==> config.mk <==
export PLATFORM = sky130hd
export DESIGN_NAME = jog_motion_sequencer
export DESIGN_NICKNAME = d
export VERILOG_FILES = /design/src/jog_pkg.sv /design/src/jog_wait_timer.sv /design/src/jog_motion_sequencer.sv
export VERILOG_INCLUDE_DIRS = /design/src /design/src/src
export SDC_FILE = /design/constraint.sdc
export NUM_CORES = 1
export LEC_CHECK = 0
export BUFFER_PORTS_ARGS = -buffer_cell sky130_fd_sc_hd__buf_4
export CORE_ASPECT_RATIO = 2
export CORE_MARGIN = 1.5
export CORE_UTILIZATION = 63
export CTS_CLUSTER_DIAMETER = 40
export CTS_CLUSTER_SIZE = 20
export DETAILED_ROUTE_END_ITERATION = 6
export HOLD_SLACK_MARGIN = 0.02
export PLACE_DENSITY = 0.93
export RECOVER_POWER = 100
export SLEW_MARGIN = 5
export SYNTH_ARGS = -nofsm -noshare
export SYNTH_HDL_FRONTEND = slang
export SYNTH_SLANG_ARGS = --single-unit
==> constraint.sdc <==
create_clock -name ref_clk -period 13.45 [get_ports ref_clk]
set_clock_uncertainty 0.2 [all_clocks]
set_input_delay 0.6725 -clock ref_clk [delete_from_list [all_inputs] [get_ports ref_clk]]
set_output_delay 0.6725 -clock ref_clk [all_outputs]
set_load 0.1 [all_outputs]
==> src/jog_defs.svh <==
`ifndef JOG_DEFS_SVH
`define JOG_DEFS_SVH

// parameter addresses on the fieldbus parameter port
`define JOG_OFS_SLOW_SPEED    16'h2908
`define JOG_OFS_FAST_SPEED    16'h290A
`define JOG_OFS_STEP_DIST     16'h290E
`define JOG_OFS_WAIT_TIME     16'h2910

// factory settings
`define JOG_RST_SLOW_SPEED    16'h003C
`define JOG_RST_FAST_SPEED    16'h00B4
`define JOG_RST_STEP_DIST     32'h00000014
`define JOG_RST_WAIT_TIME     16'h01F4
`define JOG_RST_REQUEST       16'h0000

// accepted ranges
`define JOG_SPEED_MAX         16'h3390
`define JOG_STEP_MAX          32'h7FFFFFFF
`define JOG_WAIT_MIN          16'h0001
`define JOG_WAIT_MAX          16'h7FFF

// request field bit positions
`define JOG_BIT_POS           0
`define JOG_BIT_NEG           1
`define JOG_BIT_FAST          2

// wait time base: one millisecond at a 4 ns clock
`define JOG_TICK_NS           1000000
`define JOG_CLK_PERIOD_NS     4
`define JOG_CYCLES_PER_MS     (`JOG_TICK_NS / `JOG_CLK_PERIOD_NS)
`define JOG_PRESC_W           18

`endif

==> src/jog_pkg.sv <==
`include "jog_defs.svh"
package jog_pkg;

    typedef enum logic [1:0] {ST_IDLE, ST_STEP, ST_CONT, ST_STOP} jog_state_e;

    // parameter port request and answer
    typedef struct packed {
        logic [15:0] addr;
        logic [31:0] wdata;
        logic        wr;
        logic        rd;
    } par_req_s;

    typedef struct packed {
        logic [31:0] rdata;
        logic        valid;
        logic        err;
    } par_rsp_s;

    typedef struct packed {
        logic [15:0] slow_jog_speed;
        logic [15:0] fast_jog_speed;
        logic [31:0] jog_step_distance;
        logic [15:0] continuous_wait_time;
    } par_s;

    // command to the motion profile generator
    typedef struct packed {
        logic [31:0] target_position;
        logic [15:0] speed_ref;
        logic        dir_neg;
        logic        step_active;
        logic        continuous_run;
    } motion_cmd_s;

    typedef struct packed {
        logic [`JOG_PRESC_W-1:0] presc;
        logic [15:0]             ms_cnt;
        logic                    expired;
    } timer_st_s;

endpackage

==> src/jog_wait_timer.sv <==
`include "jog_defs.svh"
module jog_wait_timer #(
    parameter int CYCLES_PER_MS = `JOG_CYCLES_PER_MS
) (
    // clock and reset
    input  wire logic        ref_clk,
    input  wire logic        resetn,
    input  wire logic        clk_en,
    // control
    input  wire logic        start,
    input  wire logic [15:0] wait_ms,
    // status
    output logic             expired
);
    import jog_pkg::*;

    timer_st_s st_reg;
    timer_st_s st_next;

    // millisecond prescaler feeding a millisecond counter
    always_comb begin
        st_next = st_reg;
        if (start) begin
            st_next = '0;
        end else if (!st_reg.expired) begin
            if (st_reg.presc == `JOG_PRESC_W'(CYCLES_PER_MS - 1)) begin
                st_next.presc  = '0;
                st_next.ms_cnt = st_reg.ms_cnt + 16'h0001;
                // >= guards against the wait time shrinking mid-count
                if (st_reg.ms_cnt + 16'h0001 >= wait_ms) begin
                    st_next.expired = 1'b1;
                end
            end else begin
                st_next.presc = st_reg.presc + `JOG_PRESC_W'(1);
            end
        end
    end

    always_ff @(posedge ref_clk or negedge resetn) begin
        if (!resetn) begin
            st_reg <= '0;
        end else if (clk_en) begin
            st_reg <= st_next;
        end
    end

    assign expired = st_reg.expired;

endmodule // jog_wait_timer

==> src/jog_motion_sequencer.sv <==
`include "jog_defs.svh"
module jog_motion_sequencer #(
    parameter int CYCLES_PER_MS = `JOG_CYCLES_PER_MS
) (
    // clock and reset
    input  wire logic                 ref_clk,
    input  wire logic                 resetn,
    input  wire logic                 clk_en,
    // fieldbus parameter port
    input  wire jog_pkg::par_req_s    par_req,
    output jog_pkg::par_rsp_s         par_rsp,
    // host jog control
    input  wire logic [15:0]          jog_request_bits,
    input  wire logic                 mode_active,
    input  wire logic                 halt_req,
    input  wire logic                 fault,
    // drive feedback
    input  wire logic [31:0]          actual_position,
    input  wire logic                 motor_standstill,
    input  wire logic [15:0]          ramp_speed_ceiling,
    // motion command and status
    output jog_pkg::motion_cmd_s      motion_cmd,
    output logic                      jog_busy,
    output logic                      jog_done
);
    import jog_pkg::*;

    typedef struct packed {
        jog_state_e  state;
        par_s        par;
        par_rsp_s    rsp;
        motion_cmd_s cmd;
        logic [31:0] base;
        logic [1:0]  prev_dir;
        logic        fast_sel;
        logic        halted;
        logic        mode_q;
        logic        done;
    } jog_st_s;

    jog_st_s st_reg;
    jog_st_s st_next;

    logic [1:0]  req_dir;
    logic        dir_onehot;
    logic        held;
    logic        interrupt;
    logic        start;
    logic        timer_start;
    logic        timer_expired;
    logic [15:0] speed_sel;

    // one decode serves both the write and the read path
    function automatic logic [2:0] par_index(input logic [15:0] addr);
        unique case (addr)
            `JOG_OFS_SLOW_SPEED: par_index = 3'h1;
            `JOG_OFS_FAST_SPEED: par_index = 3'h2;
            `JOG_OFS_STEP_DIST:  par_index = 3'h3;
            `JOG_OFS_WAIT_TIME:  par_index = 3'h4;
            default:             par_index = 3'h0;
        endcase
    endfunction

    // request decoding
    assign req_dir    = jog_request_bits[`JOG_BIT_NEG:`JOG_BIT_POS];
    assign dir_onehot = req_dir[0] ^ req_dir[1];
    // with both bits set, the running direction's bit is still seen as held
    assign held       = st_reg.cmd.dir_neg ? req_dir[1] : req_dir[0];
    assign interrupt  = halt_req | fault | !mode_active;
    // only a fresh single-direction request starts a jog
    assign start      = (st_reg.state == ST_IDLE) && mode_active && !halt_req && !fault
                        && dir_onehot && (req_dir != st_reg.prev_dir);
    assign timer_start = start;
    // on the start cycle the live bit decides, so the step leaves at the right speed
    assign speed_sel  = (start ? jog_request_bits[`JOG_BIT_FAST] : st_reg.fast_sel)
                        ? st_reg.par.fast_jog_speed
                        : st_reg.par.slow_jog_speed;

    jog_wait_timer #(
        .CYCLES_PER_MS (CYCLES_PER_MS)
    ) u_wait_timer (
        .ref_clk (ref_clk),
        .resetn  (resetn),
        .clk_en  (clk_en),
        .start   (timer_start),
        .wait_ms (st_reg.par.continuous_wait_time),
        .expired (timer_expired)
    );

    // parameter port, mode capture and jog sequence
    always_comb begin
        st_next           = st_reg;
        st_next.rsp.valid = 1'b0;
        st_next.rsp.err   = 1'b0;
        st_next.done      = 1'b0;
        st_next.prev_dir  = req_dir;
        st_next.mode_q    = mode_active;

        // writes out of range are refused and keep the old value
        if (par_req.wr) begin
            st_next.rsp.valid = 1'b1;
            unique case (par_index(par_req.addr))
                3'h1: begin
                    if (par_req.wdata[31:16] == 16'h0000
                        && par_req.wdata[15:0] <= `JOG_SPEED_MAX) begin
                        st_next.par.slow_jog_speed = par_req.wdata[15:0];
                    end else begin
                        st_next.rsp.err = 1'b1;
                    end
                end
                3'h2: begin
                    if (par_req.wdata[31:16] == 16'h0000
                        && par_req.wdata[15:0] <= `JOG_SPEED_MAX) begin
                        st_next.par.fast_jog_speed = par_req.wdata[15:0];
                    end else begin
                        st_next.rsp.err = 1'b1;
                    end
                end
                3'h3: begin
                    if (par_req.wdata <= `JOG_STEP_MAX) begin
                        st_next.par.jog_step_distance = par_req.wdata;
                    end else begin
                        st_next.rsp.err = 1'b1;
                    end
                end
                3'h4: begin
                    if (par_req.wdata[31:16] == 16'h0000
                        && par_req.wdata[15:0] >= `JOG_WAIT_MIN
                        && par_req.wdata[15:0] <= `JOG_WAIT_MAX) begin
                        st_next.par.continuous_wait_time = par_req.wdata[15:0];
                    end else begin
                        st_next.rsp.err = 1'b1;
                    end
                end
                default: st_next.rsp.err = 1'b1;
            endcase
        end else if (par_req.rd) begin
            st_next.rsp.valid = 1'b1;
            unique case (par_index(par_req.addr))
                3'h1:    st_next.rsp.rdata = {16'h0000, st_reg.par.slow_jog_speed};
                3'h2:    st_next.rsp.rdata = {16'h0000, st_reg.par.fast_jog_speed};
                3'h3:    st_next.rsp.rdata = st_reg.par.jog_step_distance;
                3'h4:    st_next.rsp.rdata = {16'h0000, st_reg.par.continuous_wait_time};
                default: begin
                    st_next.rsp.rdata = 32'h00000000;
                    st_next.rsp.err   = 1'b1;
                end
            endcase
        end

        // start point is the position at the moment the mode comes up
        if (mode_active && !st_reg.mode_q) begin
            st_next.base   = actual_position;
        end

        // clamp every cycle so a lowered ceiling takes effect at once
        st_next.cmd.speed_ref = (speed_sel > ramp_speed_ceiling) ? ramp_speed_ceiling
                                                                 : speed_sel;

        unique case (st_reg.state)
            ST_IDLE: begin
                if (start) begin
                    st_next.cmd.dir_neg = req_dir[1];
                    st_next.fast_sel    = jog_request_bits[`JOG_BIT_FAST];
                    st_next.halted      = 1'b0;
                    if (st_reg.par.jog_step_distance == 32'h00000000) begin
                        st_next.state              = ST_CONT;
                        st_next.cmd.continuous_run = 1'b1;
                    end else begin
                        st_next.state           = ST_STEP;
                        st_next.cmd.step_active = 1'b1;
                        st_next.cmd.target_position = req_dir[1]
                            ? st_reg.base - st_reg.par.jog_step_distance
                            : st_reg.base + st_reg.par.jog_step_distance;
                    end
                end
            end
            ST_STEP: begin
                if (interrupt) begin
                    st_next.state  = ST_STOP;
                    st_next.halted = 1'b1;
                end else if (!held) begin
                    // the step already commanded runs out before the end
                    st_next.state = ST_STOP;
                end else if (timer_expired) begin
                    st_next.state              = ST_CONT;
                    st_next.cmd.step_active    = 1'b0;
                    st_next.cmd.continuous_run = 1'b1;
                end
            end
            ST_CONT: begin
                if (interrupt) begin
                    st_next.state  = ST_STOP;
                    st_next.halted = 1'b1;
                end else if (!held) begin
                    st_next.state = ST_STOP;
                end
                if (interrupt || !held) begin
                    st_next.cmd.continuous_run = 1'b0;
                end
            end
            ST_STOP: begin
                if (interrupt) begin
                    st_next.halted = 1'b1;
                end
                if (motor_standstill && (!held || st_reg.halted || interrupt)) begin
                    st_next.state           = ST_IDLE;
                    st_next.cmd.step_active = 1'b0;
                    st_next.done            = 1'b1;
                    // after any jog, step or free run, the next step begins where the motor stands
                    st_next.base            = actual_position;
                end
            end
        endcase
    end

    always_ff @(posedge ref_clk or negedge resetn) begin
        if (!resetn) begin
            st_reg                          <= '0;
            st_reg.state                    <= ST_IDLE;
            st_reg.par.slow_jog_speed       <= `JOG_RST_SLOW_SPEED;
            st_reg.par.fast_jog_speed       <= `JOG_RST_FAST_SPEED;
            st_reg.par.jog_step_distance    <= `JOG_RST_STEP_DIST;
            st_reg.par.continuous_wait_time <= `JOG_RST_WAIT_TIME;
            st_reg.prev_dir                 <= 2'(`JOG_RST_REQUEST);
        end else if (clk_en) begin
            st_reg <= st_next;
        end
    end

    assign par_rsp    = st_reg.rsp;
    assign motion_cmd = st_reg.cmd;
    assign jog_busy   = (st_reg.state != ST_IDLE);
    assign jog_done   = st_reg.done;
endmodule // jog_motion_sequencer

# ---- Word level (Yosys, flattened, before mapping)
# Cells that the tools add are included.
# W data, S select, Z words.
dict set report op_classes {
  add_sub_neg 4
  multipliers 0
  div 0
  n_lt_le_gt_ge 6
  eq_ne 29
  shift 0
  mux 49
  n_bitwise 5
  n_reduce_logical 41
}
# operator n
set ops {}
lappend ops {{$mux W32} 4}
lappend ops {{$pmux W32 S4} 1}
lappend ops {{$mux W35} 2}
lappend ops {{$eq A16 B14 Y1 const B} 4}
lappend ops {{$add A32 B32 Y32} 1}
lappend ops {{$le A32 B31 Y1 const B} 1}
lappend ops {{$logic_not A32 Y1} 1}
lappend ops {{$mux W16} 2}
lappend ops {{$sub A32 B32 Y32} 1}
lappend ops {{$mux W2} 14}
lappend ops {{$reduce_and A4 Y1} 5}
lappend ops {{$add A18 B1 Y18 const B} 1}
lappend ops {{$eq A18 B18 Y1 const B} 1}
lappend ops {{$mux W18} 1}
lappend ops {{$mux W17} 1}
lappend ops {{$add A16 B1 Y16 const B} 1}
lappend ops {{$ge A16 B1 Y1 const B} 1}
lappend ops {{$ge A16 B16 Y1} 1}
lappend ops {{$gt A16 B16 Y1} 1}
lappend ops {{$le A16 B14 Y1 const B} 1}
lappend ops {{$le A16 B15 Y1 const B} 1}
lappend ops {{$logic_not A16 Y1} 1}
lappend ops {{$reduce_and A8 Y1} 2}
lappend ops {{$mux W1} 15}
lappend ops {{other kinds (30)} 70}
dict set report totals {
  reg_bits 240
  latch_bits 0
  mem_bits_rw 0
  romBits 0
  input_bits 121
  word_cells 156
  memories 0
}

# ---- Longest topological paths before layout
# Gate-level depths: netlist of the first run.
dict set report logic_depth {
  ltp_word 10
  depth_mapped 19
  depth_no_buf 16
}

# ---- Hierarchy
# Synthesis of the first run repeated with hierarchy kept, for this count alone.
dict set report hier_totals {
  cells_unflattened 1562
  area_unflattened_um2 14879.3
}
# module n_inst cells_each area_per_inst_um2
set modules_own_cells {}
lappend modules_own_cells {jog_motion_sequencer 1 1281 12438.2}
lappend modules_own_cells {jog_wait_timer 1 281 2441.1}

# ---- Worst setup path after synthesis of the first run
# No wires, ideal clock.
dict set report synth_timing {
  kind {in2reg}
  from {input port jog_request_bits[1]}
  to {register st_reg, in the netlist motion_cmd[10]}
  setup_ns 0.125
  arrival_time_ns 5.035
  t_required_ns 13.125
  slack_ns 8.091
  stages 19
  cell_sequence {clkbuf_1 -> nand2b_1 -> o22ai_1 -> and3_1 -> buf_2 -> mux2i_1 -> buf_2 -> mux2_2 -> ha_1 -> a21o_1 -> a21o_1 -> a211oi_1 -> nor2_1 -> o31ai_1 -> a32o_1 -> clkbuf_1 -> clkbuf_1 -> mux2_2 -> mux2_2}
}
dict set report synth_via {
  elab_chain_cells 7
  elab_cells_between_ends 8
}
# element line
set synth_lines {}
lappend synth_lines {{start, declared} jog_motion_sequencer.sv:13} ;# input wire logic [15:0] jog_request_bits,
lappend synth_lines {{$xor A1 B1 Y1} jog_motion_sequencer.sv:66} ;# assign dir_onehot = req_dir[0] ^ req_dir[1];
lappend synth_lines {{$logic_and A1 B1 Y1} jog_motion_sequencer.sv:72} ;# && dir_onehot && (req_dir != st_reg.prev_dir);
lappend synth_lines {{$logic_and A1 B1 Y1 *} jog_motion_sequencer.sv:72}
lappend synth_lines {{$mux W1 *} jog_motion_sequencer.sv:75} ;# assign speed_sel = (start ? jog_request_bits[`JOG_BIT_FAST] : st_reg.fast_sel)
lappend synth_lines {{$mux W16 *} jog_motion_sequencer.sv:75}
lappend synth_lines {{$gt A16 B16 Y1} jog_motion_sequencer.sv:157} ;# st_next.cmd.speed_ref = (speed_sel > ramp_speed_ceiling) ? ramp_speed_ceiling
lappend synth_lines {{$mux W16 *} jog_motion_sequencer.sv:157}
lappend synth_lines {{end signal, assigned} jog_motion_sequencer.sv:227} ;# st_reg <= st_next;
lappend synth_lines {{end, declared} jog_motion_sequencer.sv:41} ;# jog_st_s st_reg;
# Every way passes the cells marked *; elsewhere a longest branch is shown, timed or not.
# A chain may end at the register's enable or synchronous reset.

==> results.md, run 1 <==
* Drt drc at 7
* Startpoint types: input port
* Avg Cell Area, Syn at 10.2 µm²
* Xor/xnor share of the synthesized area at 5.19%
* GPL Wtd Cong at approximately 0.9
* Failing checks: DRC, capacitance limit, slew limit
* Clock transition at path regs at approximately 0.070 ns
* Min Tclk post-route at approximately 6.4 ns
* Clk root buf: clkbuf_16
* Commonest cells in the netlist: dfrtp_1, mux2_2, nand2_1
* First-pass GRT wire length at between 50000 and 60000 µm
* WS Path Type: input port to asynchronous set/reset pin
* RSZ-0062 raised after global routing: no
* Worst path depth at 4
* Post-synthesis mux area share at 14.4%
* Flops & latches, synth at 240
* Die height at about 220 µm
* Top cells by area, synth: dfrtp_1, mux2_2, ha_1, buf_4, xnor2_1
* Ys Warns at 0
* Pin count of the biggest net entering global routing at 94
* Worst Path Required at 13.76 ns
* Reg2reg setup slack at between 7 and 8 ns
* Buffers & Inverters on Critical Path at 4
* Drt wl/cell at 21.4 µm
* Crit path to: par_rsp[3]
* GRT Total Usage at about a third
* Nature of the critical path endpoint: asynchronous set/reset pin
* GRT Residual Overflow at 0
* Vias at 11300
* Final #Nets at 1692
* H-tree Lvls at 1
* Clock tree buffer depth at 3
* Seq/Total Area, Yosys at a little over two fifths
* Rel. slew slack at -227%
* Die width at ~110 µm
* Setup TNS at 0 ns
* Placement Cell Area at between 15000 and 20000 µm²
* Initial antenna violation count at 1
* Crit-path leading delay family: buffers and inverters
* Synth top area share at around 39%
* Critical path's slowest cell: clkbuf_1
* Share of layout cells above drive strength 1 at 22.3%
* Syn nets at between 1500 and 2000
* Setup repair bufs after CTS at 0
* HP Class: input port to register
* Async set or reset register ratio after synthesis at 100%
* Top-count cell post-synth: dfrtp_1
* Via/cell ratio at ~6.3
* Worst Reg2Reg Path Length in Cells at 15
* Final Cycle Share at between 40% and 50%
* Core Area at approximately 22000 µm²
* Clock latency on the worst-skew pair at ~0.54 ns
* Crit path top cell by count: buf_4
* Num CTS Buffers at 23
* 1st-iter DRT viols at a little under 800
* Final Hold Viols at 0
* Power per cell area at about 140 nW/µm²
* PortBufs at 194
* Clk sink count at 240
* Max VDD drop at 0.160 mV
* Starting Density at between 60% and 70%
* Vias in the first global route at between 10000 and 15000
* Fillers at ~1600
* Area leader, netlist: dfrtp_1
* Max Transition Viols Final at about 280
* CP Cell Sequence: dlygate4sd3_1 > clkbuf_1 > buf_4 > buf_4
* Total Die Area at 23700 µm²
* Max cap viols at 6
* Most used DFF post-synth: dfrtp_1
* Fin area at between 15000 and 20000 µm²
* Reg2reg end: motion_cmd[14]
* Cells after Synth at between 1000 and 1500
* DRT antenna net count at 0
* Yosys cell types at roughly 70
* Largest family of logic cells by synthesized area: multiplexers
* Boundary Pins at between 200 and 250
* Fin util at 70.8%
* Final HPWL DP at about 29000 µm
* Critical Path Max Stage Delay at 3.41 ns
* # setup viols final at 0
* Cell Area, Synth at 14300 µm²
* Synth Area in Simple Gates at between 10% and 20%
* Wirelength, routed at between 30000 and 40000 µm
* Max reg flops at between 100 and 150
* Worst-path maximum fanout at 93
* Crit path arrival time at ~6.7 ns
* Critical R2R Launch: st_reg[204]
* Drt pass-1 iters at 7
* Achievable frequency at 156 MHz
* Placement Rows at a little under 80
* Worst Tran Pin Value at slightly below 5 ns
* Area Overhead vs Synth at 9.89%
* Compound-Gate Fraction of Synth Area at 12.5%
* Status: complete, but fails checks
* P_leak at between 7 and 8 nW
* CP startpoint: resetn
* Number of flops mapped to enable cells by yosys at 0
* Synth Area in Adders at about 6.3%
* CTS tree: built
## placed cells by master, fill, tap and decap left out, types with 26 or more instances in the layout
master	netlist	routed
dfrtp_1	224	224
mux2_2	164	163
nand2_1	115	116
buf_4	85	108
clkbuf_1	40	96
o21ai_0	88	89
nor2_1	78	78
ha_1	71	71
a21oi_1	67	67
inv_1	61	62
xnor2_1	53	53
xor2_1	32	32
a22o_1	26	26
## worst register-to-register path: stages (launching register included)
cell and delay (ns):
dfrtp_1 0.42, inv_1 0.12, ha_1 0.21, and3_1 0.32, mux2i_1 0.22, clkbuf_1 0.89, mux2_1 0.46, ha_1 0.30
a21o_1 0.16, a21o_1 0.17, a211oi_1 0.29, nor2_1 0.09, o31ai_1 0.22, a32o_1 0.71, mux2_2 0.41, mux2_2 0.27
## worst min-delay path by stage
stage                                   start        endpoint  slack, ns  cells after the start
after detailed placement           par_rsp[3]      par_rsp[3]       0.27                      2
after CTS                 actual_position[11]      st_reg[17]       0.16                      2
after global placement         motion_cmd[44]  motion_cmd[44]       0.26                      2
final                     actual_position[11]      st_reg[17]       0.17                      2
after floorplan                        resetn        jog_done       0.18                      0
after global routing      actual_position[15]      st_reg[21]       0.16                      2
## layout make-up
cell class / count / area (µm²) / share of cell area (%)
inverter: 62 / 233 / 1.48
clock inverter: 18 / 231 / 1.47
antenna: 1 / 2.50 / 0.0159
multi-input combinational: 965 / 7140 / 45.3
timing repair buffer: 207 / 1200 / 7.60
tap: 276 / 345 / 2.19
clock buffer: 23 / 576 / 3.65
sequential: 240 / 6030 / 38.3
## power breakdown
group / switching (mW) / leakage, nW / total (mW) / internal, mW
Combinational: 0.409 / 3.72 / 0.677 / 0.268
Clock: 0.331 / 0.391 / 0.688 / 0.357
Sequential: 0.0504 / 3.19 / 0.832 / 0.782
## through the flow
| stage | power (mW) | hold WS [ns] | worst slack (ns) | std cells |
|---|---|---|---|---|
| finish | 2.20 | 0.168 | 7.04 | 1792 |
| global route | 2.30 | 0.160 | 5.77 | 1792 |
| CTS | 2.21 | 0.159 | 8.48 | 1791 |
| detailed placement | 1.52 | 0.272 | 7.93 | 1749 |
| global placement | 1.50 | 0.263 | 8.09 | 1749 |
| floorplan | 1.33 | 0.177 | 8.09 | 1406 |
## routing by layer
metal	vias up	share of wire [%]	routed length, µm	global-route usage [%]
met1	5548	34	13200	33.3
met4	0	7.1	2720	22.5
met5	-	0	0	0
met2	455	54	20700	59.8
li1	5109	-	-	-
met3	158	4.7	1800	3.25
## cell families (layout without fill, tap and decap cells)
| group | after synthesis | after routing |
|---|---|---|
| adder cells (fa/ha/maj) | 72 | 72 |
| buffers and inverters | 201 | 310 |
| other | 0 | 1 |
| AO/OA/AOI/OAI | 278 | 278 |
| XOR/XNOR | 85 | 85 |
| flip-flops | 240 | 240 |
| AND/OR/NAND/NOR | 349 | 349 |
| multiplexers | 181 | 181 |
## what timing repair did
action,CTS,global route
endpoints found under the hold margin,91,0
hold buffers,1,0
gates resized for setup,0,0
(Power assumes the default switching activity.)
==> inputs of run 2 (changes only) <==
Settings changed: ABC_AREA set to 1, CORE_UTILIZATION 63 to 53, PLACE_DENSITY 0.93 to 0.83.
Clock period 13.45 ns to 5.65 ns, I/O delays scaled along.
==> results.md, run 2 <==
* GPL Wtd Cong at 1.07
* Die height at between 200 and 250 µm
* Clock transition at path regs at approximately 0.080 ns
* Cells after Synth at between 2000 and 2500
* Final cell count without fillers at about 2800
* Achievable frequency at 184 MHz
* Wirelength, routed at between 50000 and 60000 µm
* Total Die Area at 31000 µm²
* Nature of the critical path endpoint: register
* Rel. slew slack at -193%
* Crit path arrival time at ~5.7 ns
* Boundary Pins at 208
* Vias at 15900
* H-tree Lvls at 1
* Critical R2R Launch: st_reg[203]
* Vias in the first global route at 16000
* Setup repair bufs after CTS at 0
* CTS tree: built
* Area leader, netlist: dfrtp_1
* PortBufs at 194
* Worst Path Required at slightly below 6 ns
* Flops & latches, synth at 240
* Final #Nets at around 2600
* Clk sink count at 240
* Startpoint types: input port
* Max VDD drop at 0.259 mV
* HP Class: input port to register
* Post-CTS Hold Fix Bufs at roughly 100
* Max Transition Viols Final at about 210
* Synth top area share at 35.3%
* 1st-iter DRT viols at between 1000 and 1500
* Clock tree buffer depth at 3
* Top-count cell post-synth: nand2_1
* Clk root buf: clkbuf_16
* P_leak at 9.65 nW
* Cell Area, Synth at ~16000 µm²
* Failing checks: capacitance limit, slew limit
* Number of flops mapped to enable cells by yosys at 0
* Most common cell after layout, fill and taps aside: nand2_1
* Drt drc at 0
* WS Path Type: input port to register
* Syn nets at ~2500
* # setup viols final at 0
* Max reg flops at 119
* Most frequent cells in the layout: nand2_1, inv_1, dfrtp_1
* Worst-path maximum fanout at 31
* RSZ-0062 raised after global routing: no
* DRT antenna net count at 0
* Ys Warns at 0
* Top cells by area, synth: dfrtp_1, nand2_1, inv_1, nand3_1, ha_1
* Core Area at 29500 µm²
* Num CTS Buffers at 26
* Final Hold Viols at 0
* DP Cell Count at between 2000 and 3000
* CP startpoint: clk_en
* Worst Tran Pin Value at roughly 4.4 ns
* Status: complete, but fails checks
* Max cap viols at 4
* Seq/Total Area, Yosys at a little under two fifths
* First-pass GRT wire length at 83600 µm
* PostCTS Resize Cnt at 0
* Fin util at between 60% and 70%
* Most used DFF post-synth: dfrtp_1
* Via/cell ratio at ~5.6
* Drt wl/cell at 19.4 µm
* Min Tclk post-route at approximately 5.4 ns
* Setup TNS at 0 ns
* GRT Total Usage at a little over a third
* Final Cycle Share at between 90% and 100%
* Starting Density at between 50% and 60%
* Commonest cells in the netlist: nand2_1, inv_1, dfrtp_1
* Initial antenna violation count at 0
* Power per cell area at between 400 and 500 nW/µm²
* Yosys cell types at 41
* Final HPWL DP at a little over 40000 µm
* Pin count of the biggest net entering global routing at roughly 150
* Async set or reset register ratio after synthesis at 100%
* Min-delay src: halt_req
* GRT Residual Overflow at 0
* Area Overhead vs Synth at 16.7%
* Clock latency on the worst-skew pair at between 0.5 and 0.6 ns
* Drt pass-1 iters at 5
* Avg Cell Area, Syn at 7.01 µm²
* Share of layout cells above drive strength 1 at under 10%
* Die width at around 130 µm
* Placement Rows at 89
-- run 2: changes by cell type after synthesis, moves of 25 or more --
| cell | delta |
|---|---|
| xnor2_1 | -31 |
| nand3_1 | +164 |
| a22o_1 | -25 |
| nor2_1 | +89 |
| o21ai_0 | +89 |
| inv_1 | +251 |
| mux2_2 | -164 |
| nand2_1 | +571 |
| o22ai_1 | +31 |
-- run 2: critical path: stages --
cell and delay, ns:
dlygate4sd3_1 0.54, clkbuf_1 0.89, inv_1 0.89, nor3_1 1.16, inv_1 0.16, nor2_1 1.14
o21ai_0 0.45, nand2_1 0.19
-- run 2: layout make-up --
class | instances | area (µm²)
tap | 364 | 455
timing repair buffer | 307 | 2220
antenna | 2 | 5.00
clock buffer | 28 | 679
clock inverter | 20 | 239
multi-input combinational | 1558 | 7700
sequential | 240 | 6030
inverter | 315 | 1180
fill | 2639 | 11000
-- run 2: cells by family after synthesis --
logic type / Yosys count / synth area share [%]
buffers and inverters: 464 / 13.3
DFF: 240 / 38.0
AOI/OAI and AO/OA: 307 / 10.5
xor gates and xnor gates: 61 / 3.37
and+or+nand+nor: 1118 / 29.2
adders and majority gates: 72 / 5.73
-- run 2: metrics by stage --
| stage | cell area (µm²) | hold WS (ns) | worst slack [ns] | total power [mW] |
|---|---|---|---|---|
| 2_1_floorplan | 15900 | -0.213 | 2.23 | 5.02 |
| 3_3_place_gp | 17000 | 0.150 | 0.996 | 5.67 |
| 3_5_place_dp | 17000 | 0.157 | 0.917 | 5.73 |
| 4_1_cts | 18900 | 0.141 | 0.924 | 7.62 |
| 5_1_grt | 18500 | 0.265 | 0.186 | 7.90 |
| 6_report | 18500 | 0.237 | 0.210 | 7.50 |
-- run 2: path summary, 6_finish.rpt --
check                                               end  slack [ns]  cells past startpoint
worst min-delay path            u_wait_timer.st_reg[34]        0.24                      7
min in group asynchronous                motion_cmd[14]        1.76                      2
max in group asynchronous                    st_reg[25]        0.99                      2
worst max register to register           motion_cmd[10]        0.78                     17
worst max-delay path                         par_rsp[9]        0.21                      8
worst min register to register              st_reg[202]        0.27                      2
-- run 2: where the power goes --
part	internal, mW	switching [mW]	total (mW)	leakage [nW]
clock network	0.974	0.848	1.82	0.449
registers	2.01	0.245	2.26	3.04
logic	0.808	2.61	3.42	6.16
-- run 2: metal layers --
| layer | global-route usage (%) | vias to the layer above | wire length (µm) |
|---|---|---|---|
| li1 | - | 7505 | - |
| met1 | 32.5 | 7444 | 17500 |
| met2 | 65.1 | 680 | 28600 |
| met3 | 4.51 | 301 | 2570 |
| met4 | 32.7 | 0 | 6180 |
| met5 | 0 | - | 0 |
